## src/verilog/uifl_consts.svh

```systemverilog
`ifndef UIFL_CONSTS_SVH
`define UIFL_CONSTS_SVH

// Register addresses on the 3-bit port
`define UIFL_ADDR_DATA    3'h0
`define UIFL_ADDR_IER     3'h1
`define UIFL_ADDR_ISR_FCR 3'h2
`define UIFL_ADDR_LCR     3'h3
`define UIFL_ADDR_LSR     3'h5
`define UIFL_ADDR_MSR     3'h6
`define UIFL_ADDR_EFR     3'h7

// Field positions
`define UIFL_EFR_ENH      4
`define UIFL_EFR_ARTS     6
`define UIFL_EFR_ACTS     7
`define UIFL_FCR_EN       0
`define UIFL_FCR_RXRST    1
`define UIFL_FCR_TXRST    2
`define UIFL_FCR_DMA      3

// Reset values
`define UIFL_IER_RST      8'h00
`define UIFL_EFR_RST      8'h00
`define UIFL_LCR_RST      8'h00

// Source codes, highest priority first
`define UIFL_ID_LSR       6'h06
`define UIFL_ID_TMO       6'h0c
`define UIFL_ID_RXD       6'h04
`define UIFL_ID_TXR       6'h02
`define UIFL_ID_MSR       6'h00
`define UIFL_ID_XOF       6'h10
`define UIFL_ID_PIN       6'h20
`define UIFL_ID_NONE      6'h01

// Receive timeout figures, in characters and bit times
`define UIFL_TMO_CHARS    7'd4
`define UIFL_TMO_BITS     7'd12

`endif

```

## src/verilog/uifl_pkg.sv

```systemverilog
`default_nettype none
package uifl_pkg;

  // ---------------------------------------------------------------
  // Line format handed to the serializer and deserializer
  // ---------------------------------------------------------------
  typedef struct packed {
    logic [1:0] word_len_sel;   // 0..3 means 5..8 data bits
    logic       stop_long;      // 1.5 stop for 5 bits, else 2
    logic       parity_en;      // Parity bit present
    logic       parity_even;    // Even when set, odd when clear
  } uifl_line_cfg_t;

  // ---------------------------------------------------------------
  // Whole register state of the block
  // ---------------------------------------------------------------
  typedef struct packed {
    logic [7:0] interrupt_enable_reg;            // Interrupt enables
    logic [7:0] enhanced_function_reg;            // Enhanced function bits
    logic [7:0] line_control_reg;            // Line control
    logic       fifo_en;        // FIFOs enabled
    logic       dma_mode;       // Pin mode select
    logic [1:0] trig_sel;       // Receive trigger code
    logic       rx_rst;         // Receive FIFO reset pulse
    logic       tx_rst;         // Transmit FIFO reset pulse
    logic       lsr_flag;       // Line status source
    logic       tmo_flag;       // Receive timeout source
    logic       tx_flag;        // Transmit ready source
    logic       msr_flag;       // Modem status source
    logic       xoff_flag;      // Received Xoff
    logic       spc_flag;       // Special character match
    logic       pin_flag;       // RTS/CTS rise
    logic [5:0] cur_id;         // Source code shown in status
    logic [6:0] tmr;            // Timeout counter in bit times
    logic       cts_s1;         // Synchroniser stage 1
    logic       cts_s2;         // Synchroniser stage 2
    logic       cts_prev;       // Previous synced CTS level
    logic       rts_prev;       // Previous RTS level
    logic       lsr_prev;       // Previous line error summary
    logic       txe_prev;       // Previous transmit empty
    logic [7:0] rdata;          // Read data register
  } uifl_state_t;

endpackage : uifl_pkg
`default_nettype wire

```

## src/verilog/uifl_core.sv

```systemverilog
// Implementation choices: the address map and the plain strobed port.
`timescale 1ns/10ps
`default_nettype none
`include "uifl_consts.svh"

module uifl_core #(
  parameter int unsigned LVL_W = 5          // Width of FIFO level inputs
) (
  input  wire logic                    mclk,
  input  wire logic                    rst_n,
  // Register port
  input  wire logic [2:0]              reg_addr,
  input  wire logic [7:0]              reg_wdata,
  input  wire logic                    reg_wr,
  input  wire logic                    reg_rd,
  output logic [7:0]                   reg_rdata,
  // Status from the rest of the channel
  input  wire logic [7:0]              rhr_data,
  input  wire logic [7:0]              lsr_data,
  input  wire logic [7:0]              msr_data,
  input  wire logic [LVL_W-1:0]        rx_level,
  input  wire logic                    tx_empty,
  input  wire logic                    tx_full,
  input  wire logic                    bit_tick,
  input  wire logic                    rx_char_done,
  input  wire logic                    xoff_det,
  input  wire logic                    xon_det,
  input  wire logic                    special_det,
  input  wire logic                    rts_n,
  input  wire logic                    cts_n_pin,
  // Controls to the rest of the channel
  output logic                         rhr_rd,
  output logic                         thr_wr,
  output logic                         fifo_en,
  output logic                         dma_mode,
  output logic                         rx_fifo_rst,
  output logic                         tx_fifo_rst,
  output logic [LVL_W-1:0]             rx_trig_lvl,
  output uifl_pkg::uifl_line_cfg_t     line_cfg,
  output logic                         transmit_ready_pin_n,
  output logic                         receive_ready_pin_n,
  output logic                         irq
);

  // ---------------------------------------------------------------
  // Helper functions
  // ---------------------------------------------------------------

  // Trigger code to character count; FIFO off means one character
  function automatic logic [LVL_W-1:0] trig_of(input logic en, input logic [1:0] sel);
    logic [LVL_W-1:0] v;
    v = LVL_W'(1);
    if (en) begin
      case (sel)
        2'b00:   v = LVL_W'(1);
        2'b01:   v = LVL_W'(4);
        2'b10:   v = LVL_W'(8);
        2'b11:   v = LVL_W'(14);
        default: v = LVL_W'(1);
      endcase
    end
    return v;
  endfunction : trig_of

  // Timeout limit in bit times; a 1.5 stop is rounded up to 2
  function automatic logic [6:0] tmo_limit(input logic [7:0] line_control_reg);
    logic [6:0] chr;
    chr = 7'd6 + {5'h00, line_control_reg[1:0]} + {6'h00, line_control_reg[3]} + (line_control_reg[2] ? 7'd2 : 7'd1);
    return 7'((`UIFL_TMO_CHARS * chr) + `UIFL_TMO_BITS);
  endfunction : tmo_limit

  // ---------------------------------------------------------------
  // State and strobes
  // ---------------------------------------------------------------
  uifl_pkg::uifl_state_t s_ff;        // Registered state
  uifl_pkg::uifl_state_t nxt_s;       // Next state
  logic                  isr_rd;      // Status register read
  logic                  lsr_rd;      // Line status read
  logic                  msr_rd;      // Modem status read
  logic                  fcr_wr;      // FIFO control write
  logic                  enh;         // Enhanced bits effective
  logic                  rx_at_trig;  // Level at or above trigger
  logic                  lsr_any;     // Any line error bit
  logic [7:0]            p;           // Pending, priority order
  logic [5:0]            top_id;      // Highest pending code
  logic                  cur_live;    // Shown source still pending
  logic                  cts_rise;    // CTS went high
  logic                  rts_rise;    // RTS went high
  logic                  tmo_set;     // Timer expiry this cycle

  assign isr_rd = reg_rd && (reg_addr == `UIFL_ADDR_ISR_FCR);
  assign lsr_rd = reg_rd && (reg_addr == `UIFL_ADDR_LSR);
  assign msr_rd = reg_rd && (reg_addr == `UIFL_ADDR_MSR);
  assign rhr_rd = reg_rd && (reg_addr == `UIFL_ADDR_DATA);
  assign thr_wr = reg_wr && (reg_addr == `UIFL_ADDR_DATA);
  assign fcr_wr = reg_wr && (reg_addr == `UIFL_ADDR_ISR_FCR);
  assign enh    = s_ff.enhanced_function_reg[`UIFL_EFR_ENH];
  assign lsr_any = |lsr_data[4:1];
  assign rx_at_trig = (rx_level >= trig_of(s_ff.fifo_en, s_ff.trig_sel));
  assign cts_rise = s_ff.cts_s2 && !s_ff.cts_prev;
  assign rts_rise = rts_n && !s_ff.rts_prev;

  // ---------------------------------------------------------------
  // Pending sources, gated by their enables
  // ---------------------------------------------------------------
  always_comb begin
    p[0] = s_ff.lsr_flag && s_ff.interrupt_enable_reg[2];
    p[1] = s_ff.tmo_flag && s_ff.interrupt_enable_reg[0];
    p[2] = rx_at_trig && s_ff.interrupt_enable_reg[0];
    p[3] = s_ff.tx_flag && s_ff.interrupt_enable_reg[1];
    p[4] = s_ff.msr_flag && s_ff.interrupt_enable_reg[3];
    // Upper enables only bite with enhanced mode on
    p[5] = enh && s_ff.interrupt_enable_reg[5] && (s_ff.xoff_flag || s_ff.spc_flag);
    p[6] = enh && s_ff.pin_flag;
    p[7] = 1'b0;
  end

  // Highest pending code in fixed order
  always_comb begin
    if (p[0]) begin
      top_id = `UIFL_ID_LSR;
    end else if (p[1]) begin
      top_id = `UIFL_ID_TMO;
    end else if (p[2]) begin
      top_id = `UIFL_ID_RXD;
    end else if (p[3]) begin
      top_id = `UIFL_ID_TXR;
    end else if (p[4]) begin
      top_id = `UIFL_ID_MSR;
    end else if (p[5]) begin
      top_id = `UIFL_ID_XOF;
    end else if (p[6]) begin
      top_id = `UIFL_ID_PIN;
    end else begin
      top_id = `UIFL_ID_NONE;
    end
  end

  // Is the code now shown still backed by a pending source
  always_comb begin
    case (s_ff.cur_id)
      `UIFL_ID_LSR: cur_live = p[0];
      `UIFL_ID_TMO: cur_live = p[1];
      `UIFL_ID_RXD: cur_live = p[2];
      `UIFL_ID_TXR: cur_live = p[3];
      `UIFL_ID_MSR: cur_live = p[4];
      `UIFL_ID_XOF: cur_live = p[5];
      `UIFL_ID_PIN: cur_live = p[6];
      default:      cur_live = 1'b0;
    endcase
  end

  // ---------------------------------------------------------------
  // Next-state logic
  // ---------------------------------------------------------------
  always_comb begin
    nxt_s = s_ff;
    tmo_set = 1'b0;
    nxt_s.rx_rst = 1'b0;
    nxt_s.tx_rst = 1'b0;

    // Synchroniser and edge history
    nxt_s.cts_s1   = cts_n_pin;
    nxt_s.cts_s2   = s_ff.cts_s1;
    nxt_s.cts_prev = s_ff.cts_s2;
    nxt_s.rts_prev = rts_n;
    nxt_s.lsr_prev = lsr_any;
    nxt_s.txe_prev = tx_empty;

    // Register writes
    if (reg_wr) begin
      case (reg_addr)
        `UIFL_ADDR_IER: nxt_s.interrupt_enable_reg = reg_wdata;
        `UIFL_ADDR_LCR: nxt_s.line_control_reg = reg_wdata;
        `UIFL_ADDR_EFR: nxt_s.enhanced_function_reg = reg_wdata;
        `UIFL_ADDR_ISR_FCR: begin
          nxt_s.fifo_en = reg_wdata[`UIFL_FCR_EN];
          // Other bits only land with the enable bit in the same write
          if (reg_wdata[`UIFL_FCR_EN]) begin
            nxt_s.rx_rst   = reg_wdata[`UIFL_FCR_RXRST];
            nxt_s.tx_rst   = reg_wdata[`UIFL_FCR_TXRST];
            nxt_s.dma_mode = reg_wdata[`UIFL_FCR_DMA];
            nxt_s.trig_sel = reg_wdata[7:6];
          end
        end
        default: ;
      endcase
    end

    // Timeout counter: idles while empty, restarts on traffic
    if (!s_ff.fifo_en || (rx_level == '0) || rhr_rd || rx_char_done) begin
      nxt_s.tmr = 7'd0;
    end else if (bit_tick && (s_ff.tmr != tmo_limit(s_ff.line_control_reg))) begin
      nxt_s.tmr = s_ff.tmr + 7'd1;
      tmo_set   = (nxt_s.tmr == tmo_limit(s_ff.line_control_reg));
    end

    // Sticky sources; in each the set is tested last so it wins
    if (lsr_rd) begin
      nxt_s.lsr_flag = 1'b0;
    end
    if (lsr_any && !s_ff.lsr_prev) begin
      nxt_s.lsr_flag = 1'b1;
    end

    if (rhr_rd) begin
      nxt_s.tmo_flag = 1'b0;
    end
    if (tmo_set) begin
      nxt_s.tmo_flag = 1'b1;
    end

    // Status read clears transmit only when it is the code shown
    if (thr_wr || (isr_rd && (s_ff.cur_id == `UIFL_ID_TXR))) begin
      nxt_s.tx_flag = 1'b0;
    end
    if (tx_empty && !s_ff.txe_prev) begin
      nxt_s.tx_flag = 1'b1;
    end

    if (msr_rd) begin
      nxt_s.msr_flag = 1'b0;
      nxt_s.pin_flag = 1'b0;
    end
    if (|msr_data[3:0]) begin
      nxt_s.msr_flag = 1'b1;
    end
    // Rises count only with auto flow and the matching enable
    if (enh && ((cts_rise && s_ff.enhanced_function_reg[`UIFL_EFR_ACTS] && s_ff.interrupt_enable_reg[7]) ||
                (rts_rise && s_ff.enhanced_function_reg[`UIFL_EFR_ARTS] && s_ff.interrupt_enable_reg[6]))) begin
      nxt_s.pin_flag = 1'b1;
    end

    if (isr_rd || xon_det) begin
      nxt_s.xoff_flag = 1'b0;
    end
    if (xoff_det) begin
      nxt_s.xoff_flag = 1'b1;
    end
    // The match character itself must not clear its own flag
    if (isr_rd || (rx_char_done && !special_det)) begin
      nxt_s.spc_flag = 1'b0;
    end
    if (special_det) begin
      nxt_s.spc_flag = 1'b1;
    end

    // Shown code is held until its source is serviced
    if (!cur_live) begin
      nxt_s.cur_id = top_id;
    end

    // Read data, valid in the cycle after the strobe
    nxt_s.rdata = 8'h00;
    if (reg_rd) begin
      case (reg_addr)
        `UIFL_ADDR_DATA:    nxt_s.rdata = rhr_data;
        `UIFL_ADDR_IER:     nxt_s.rdata = s_ff.interrupt_enable_reg;
        `UIFL_ADDR_ISR_FCR: nxt_s.rdata = {{2{s_ff.fifo_en}}, s_ff.cur_id};
        `UIFL_ADDR_LCR:     nxt_s.rdata = s_ff.line_control_reg;
        `UIFL_ADDR_LSR:     nxt_s.rdata = lsr_data;
        `UIFL_ADDR_MSR:     nxt_s.rdata = msr_data;
        `UIFL_ADDR_EFR:     nxt_s.rdata = s_ff.enhanced_function_reg;
        default:            nxt_s.rdata = 8'h00;
      endcase
    end
  end

  // ---------------------------------------------------------------
  // State register
  // ---------------------------------------------------------------
  always_ff @(posedge mclk or negedge rst_n) begin
    if (!rst_n) begin
      s_ff        <= '0;
      s_ff.interrupt_enable_reg    <= `UIFL_IER_RST;
      s_ff.enhanced_function_reg    <= `UIFL_EFR_RST;
      s_ff.line_control_reg    <= `UIFL_LCR_RST;
      s_ff.cur_id <= `UIFL_ID_NONE;
      // Edge history starts at the idle pin levels so no false rise follows reset
      s_ff.cts_s1   <= 1'b1;
      s_ff.cts_s2   <= 1'b1;
      s_ff.cts_prev <= 1'b1;
      s_ff.rts_prev <= 1'b1;
      s_ff.txe_prev <= 1'b1;
    end else begin
      s_ff <= nxt_s;
    end
  end

  // ---------------------------------------------------------------
  // Outputs
  // ---------------------------------------------------------------
  assign reg_rdata   = s_ff.rdata;
  assign fifo_en     = s_ff.fifo_en;
  assign dma_mode    = s_ff.dma_mode;
  assign rx_fifo_rst = s_ff.rx_rst;
  assign tx_fifo_rst = s_ff.tx_rst;
  assign rx_trig_lvl = trig_of(s_ff.fifo_en, s_ff.trig_sel);
  assign line_cfg.word_len_sel = s_ff.line_control_reg[1:0];
  assign line_cfg.stop_long    = s_ff.line_control_reg[2];
  assign line_cfg.parity_en    = s_ff.line_control_reg[3];
  assign line_cfg.parity_even  = s_ff.line_control_reg[4];
  assign irq = (s_ff.cur_id != `UIFL_ID_NONE);

  // Normal mode signals single bytes; DMA mode signals blocks
  assign transmit_ready_pin_n = s_ff.dma_mode ? tx_full : !tx_empty;
  assign receive_ready_pin_n  = s_ff.dma_mode ? !(rx_at_trig || s_ff.tmo_flag)
                                              : (rx_level == '0);
endmodule : uifl_core
`default_nettype wire

```

## config.mk

```make
export PLATFORM = sky130hd
export DESIGN_NAME = uifl_core
export DESIGN_NICKNAME = d
export VERILOG_FILES = /design/src/verilog/uifl_pkg.sv /design/src/verilog/uifl_core.sv
export VERILOG_INCLUDE_DIRS = /design/src /design/src/verilog
export SDC_FILE = /design/constraint.sdc
export NUM_CORES = 1
export LEC_CHECK = 0
export BUFFER_PORTS_ARGS = -buffer_cell sky130_fd_sc_hd__buf_2
export CAP_MARGIN = 25
export CORE_MARGIN = 2
export CORE_UTILIZATION = 50
export DETAILED_ROUTE_END_ITERATION = 8
export PLACE_DENSITY = 0.72
export SYNTH_ARGS = -nofsm -noshare
export SYNTH_HDL_FRONTEND = slang
export SYNTH_SLANG_ARGS = --single-unit
```

## constraint.sdc

```tcl
create_clock -name mclk -period 3.1 [get_ports mclk]
set_clock_uncertainty 0.05 [all_clocks]
set_input_delay 0.155 -clock mclk [delete_from_list [all_inputs] [get_ports mclk]]
set_output_delay 0.155 -clock mclk [all_outputs]
set_load 0.02 [all_outputs]
```

# ---- Word-level counts from Yosys, hierarchy flattened
# Cells that the tools add are included.
# Widths: inputs -> output; s select.
dict set report totals {
  wordCells 144
  regBits 64
  in_bits 53
  output_inout_bits 27
}
dict set report classes {
  n_lt_le_gt_ge 1
  n_addsub 5
  mux 35
  n_reduce_logical 61
  n_eq_ne 18
}
# op n
set op_table {}
lappend op_table {{$pmux 8 s7} 1}
lappend op_table {{$mux 6} 7}
lappend op_table {{$logic_and 1x1->1} 25}
lappend op_table {{$pmux 5 s4} 1}
lappend op_table {{$mux 1} 17}
lappend op_table {{$reduce_bool 2->1} 8}
lappend op_table {{$mux 7} 2}
lappend op_table {{$eq 6x3->1 const B} 2}
lappend op_table {{$eq 3x3->1 const B} 3}
lappend op_table {{$logic_or 1x1->1} 9}
lappend op_table {{$logic_not 1->1} 8}
lappend op_table {{$mux 2} 4}
lappend op_table {{$mux 8} 1}
lappend op_table {{$reduce_and 2->1} 4}
lappend op_table {{$reduce_or 4->1} 2}
lappend op_table {{$add 7x1->7 const B} 1}
lappend op_table {{$add 7x4->7 const B} 1}
lappend op_table {{$eq 7x7->1} 1}
lappend op_table {{$ne 7x7->1} 1}
lappend op_table {{$pmux 1 s7} 1}
lappend op_table {{$eq 3x2->1 const B} 2}
lappend op_table {{$eq 6x2->1 const B} 1}
lappend op_table {{$eq 6x4->1 const B} 1}
lappend op_table {{$eq 6x5->1 const B} 1}
lappend op_table {{other kinds (15)} 16}

# ---- Longest topological paths before layout
dict set report logic_depth {
  word_depth 9
  depth_mapped 12
  mapped_depth_nobuf 11
}

# ---- Least setup slack after synthesis
# OpenSTA, ideal clock, no wires.
dict set report synth_timing {
  path_kind {register to register}
  startpoint {register s_ff (netlist bit line_cfg[1])}
  endpoint {register s_ff[19] in the netlist's numbering}
  path_slack_ns 0.444
  required_time_ns 2.969
  path_stages_with_launch 10
  setup_ns 0.081
  arrival_ns 2.525
  path_buffers 0
  synth_period_minus_slack_ns 2.656
  path_cell_list {dfrtp_1 fa_1 ha_1 inv_1 ha_1 xor2_1 and3b_1 o211a_1 or4_1 a21oi_1}
}
dict set report synth_between {
  elab_chain_len 6
}
# element line
set synth_lines {}
lappend synth_lines {{start, declared} uifl_core.sv:75} ;# uifl_pkg::uifl_state_t s_ff;
lappend synth_lines {{start signal, assigned} uifl_core.sv:286} ;# s_ff <= nxt_s;
lappend synth_lines {{$add 4x1->5} uifl_core.sv:68} ;# chr = 7'd6 + {5'h00, line_control_reg[1:0]} + {6'h00, line_control_reg[3]} + (line_control_reg[2] ? 7'd2 : 7'd ...
lappend synth_lines {{$add 5x2->5} uifl_core.sv:68}
lappend synth_lines {{$add 7x4->7 (no source line)} n/a}
lappend synth_lines {{$ne 7x7->1} uifl_core.sv:193} ;# end else if (bit_tick && (s_ff.tmr != tmo_limit(s_ff.line_control_reg))) begin
lappend synth_lines {{$logic_and 1x1->1} uifl_core.sv:193}
lappend synth_lines {{$reduce_bool 2->1 (no source line)} n/a}
# No other way between the ends.
# A chain may end at the register's enable or synchronous reset.

# ---- Worst setup path after layout
dict set report layout_timing {
  startpoint {register s_ff (netlist bit line_cfg[2])}
  endpoint {register s_ff[19] in the netlist's numbering}
}
dict set report layout_between {
  elab_chain_len 6
}
# element line
set layout_lines {}
lappend layout_lines {{$mux 2} uifl_core.sv:68}
lappend layout_lines {{$add 5x2->5} uifl_core.sv:68}
lappend layout_lines {{$add 7x4->7 (no source line)} n/a}
lappend layout_lines {{$ne 7x7->1} uifl_core.sv:193}
lappend layout_lines {{$logic_and 1x1->1} uifl_core.sv:193}
lappend layout_lines {{$reduce_bool 2->1 (no source line)} n/a}
# No other way between the ends.

==> results.json <==
{
  "first_pass_iters": 4,
  "die_h_um": 91.3,
  "cp_max_fo": 12,
  "async_flop_share_pct": 100,
  "path_class": "flop to flop",
  "drv_cap": 0,
  "crit_family": "adder cells",
  "io_pins": 80,
  "crit_top_cell": "inv_1",
  "cp-start-kind": "flop",
  "status": "complete, no violations",
  "clock-sinks": 64,
  "synth_cells": 386,
  "worstPathCellList": "inv_1 -> fa_1 -> ha_1 -> inv_1 -> ha_2 -> xor2_1 -> and3b_1 -> o211a_4 -> or4_1 -> a21oi_1",
  "cts_inserted_buffers": 9,
  "ys.warnings.count": 0,
  "clk_pin_slew_ns": 0.08,
  "rsz0062_at_grt": "no",
  "powerDensity_nw_per_um2": 641,
  "numPortBuffers": 78,
  "hold_viol": 0,
  "die-area_um2": 8330,
  "postRouteAntennaNets": 0,
  "dpl_cell_area_um2": 4160,
  "critPathBufInv": 2,
  "cts_root_buf": "clkbuf_8",
  "grt_pass1_vias": 3044,
  "num_antenna_cells": 0,
  "core-area_um2": 7330,
  "wl_per_cell_um": 16.9,
  "post-place-cells": 536,
  "grt_max_degree": 31,
  "ys.flop_type": "dfrtp_1",
  "max-vdd-ir-drop_mv": 0.409,
  "period_share_pct": 95.3,
  "final_area_um2": 4530,
  "ys_types": 61,
  "arrival_ns": 3.17,
  "slew_headroom_pct": 47.7,
  "initial_core_util_pct": 51.9,
  "slowest_stage": "or4_1",
  "mappedNetlistArea_um2": 3810,
  "clk_path_buf_depth": 2,
  "cts_setup_buffers": 0,
  "stdcell_count": 565,
  "synth_edf_count": 0,
  "gp_congestion": 0.834,
  "drive_gt1_share_pct": 31.8,
  "seq_area_frac_synth_pct": 42.3,
  "rr_worst_depth": 10,
  "r2r_slack_ns": 0.15,
  "min_from": "msr_data[3]",
  "power_w": 0.00290,
  "vias": 3223,
  "avgSynthCellArea_um2": 9.86,
  "drtIter0Drc": 240,
  "post-dp-hpwl_mm": 7.11,
  "leakagePower_nw": 2.11,
  "setup_viol_count_final": 0,
  "fmax_mhz": 339,
  "via_per_inst": 5.70,
  "grt.overflow.total": 0,
  "hold_path_end": "reg_rdata[3]",
  "end_kind": "flop",
  "final_common_cell": "buf_2",
  "whs_path_depth": 3,
  "cp.required_ns": 3.32,
  "antenna_found_initial": 0,
  "track_usage_pct": 23.9,
  "clock_latency_ns": 0.36,
  "areaGrowthSynthToFinish_pct": 18.9,
  "grt_first_pass_wirelength_mm": 15.5,
  "rows": 31,
  "mostFrequentLayoutCells": "buf_2, dfrtp_1, mux2_2, nand2_1",
  "die_w_um": 91.3,
  "cts_tree": "yes",
  "drc": 0,
  "ys_ff_latch": 64,
  "worstMarginPinSlew_ns": 0.781,
  "r2r_start": "line_cfg[2]",
  "max_stage_delay_ns": 0.51,
  "wl_mm": 9.54,
  "setup_tns_ns": 0,
  "period_minus_slack_ns": 2.95,
  "final_nets": 527,
  "reg2reg_to": "s_ff[19]",
  "synth.net_count": 452,
  "maxSlewViolCount": 0,
  "htree_levels": 3,
  "hold_path.class": "input port to flop"
}
## worst min-delay path: stages
cell     delay (ns)
buf_2          0.09
a21oi_1        0.06
nor2_1         0.08
## cells by family after synthesis
logic type	after synthesis	synth area share, %
xor gates and xnor gates	9	2.27
DFF	64	42.3
adders and majority gates	13	4.47
muxes	39	12.1
buffers and inverters	53	7.07
and+or+nand+nor	123	17.2
other	1	0.0985
AOI/OAI and AO/OA	84	14.6
## synth_stat cells (all sizes together), types with 2 or more instances
cell    instances  area (µm²)
a31o            3        26.3
a21oi          21         105
nor4            4        25.0
o21bai          2        15.0
nand3b          3        22.5
buf            22         153
a221oi          3        26.3
nand3           9        45.0
inv            23        86.3
nand2b          6        37.5
nor3b           6        45.0
nand4           4        25.0
nor2           23        86.3
mux4            2        45.0
xnor2           3        26.3
o21ai          20         100
nand2          31         116
mux2           35         394
xor2            6        60.1
nand4b          3        26.3
a22o            3        26.3
clkbuf          8        30.0
and3            6        37.5
or4             4        30.0
a211oi          3        22.5
nor2b           2        12.5
or3             5        31.3
or2             2        12.5
a22oi           8        60.1
a31oi           4        25.0
nor3            8        40.0
ha             12         150
o211ai          4        35.0
o22ai           2        12.5
mux2i           2        20.0
or4b            2        20.0
dfstp           6         158
o31ai           2        15.0
dfrtp          58        1450
and2            2        12.5
## where the power goes
group / leakage (nW) / switching [W] / internal (W)
Combinational: 1.21 / 0.000519 / 0.000447
Sequential: 0.788 / 0.000147 / 0.000964
Clock: 0.110 / 0.000364 / 0.000460
## area by class of cell
cell class	count	area, µm²
clock buffer	9	124
multi-input combinational	269	1940
tap	99	124
inverter	23	86.3
timing repair buffer	94	543
sequential	64	1610
clock inverter	7	103
fill	605	2800
## per-layer routing
metal | share of wire [%] | vias up | global-route usage [%]
met5 | 0 | - | 0
met4 | 2.2 | 0 | 9.60
met3 | 5.7 | 15 | 5.31
met2 | 48 | 100 | 37.6
met1 | 44 | 1577 | 32.1
li1 | - | 1531 | -
## flip-flops by register name (all words and copies together), names as in the netlist
signal,count
fifo_en,1
tx_fifo_rst,1
rx_fifo_rst,1
enh,1
reg_rdata,8
line_cfg,5
nxt_s,2
dma_mode,1
s_ff,44
## how the worst max path moves through the flow
stage | startpoint | to | cells past startpoint
after floorplan | line_cfg[1] | s_ff[19] | 9
after global placement | line_cfg[2] | s_ff[19] | 10
after detailed placement | line_cfg[2] | s_ff[19] | 10
after CTS | line_cfg[2] | s_ff[19] | 10
after global routing | line_cfg[2] | s_ff[19] | 10
final | line_cfg[2] | s_ff[19] | 10
## what timing repair did
item,CTS,global route
gates resized for setup,0,3
hold buffers,13,0
hold endpoints to repair,37,0
endpoints found under the setup margin,0,1
## per-stage QoR
| step | hold WS [ns] | setup WS, ns | utilization, % |
|---|---|---|---|
| after floorplan | -0.191 | 0.444 | - |
| after global placement | 0.211 | 0.239 | 56.8 |
| after detailed placement | 0.202 | 0.123 | 56.8 |
| after CTS | 0.00530 | 0.0776 | 61.6 |
| after global routing | 0.0109 | 0.0200 | 61.8 |
| final | 0.0178 | 0.146 | 61.8 |
(Power assumes the default switching activity.)
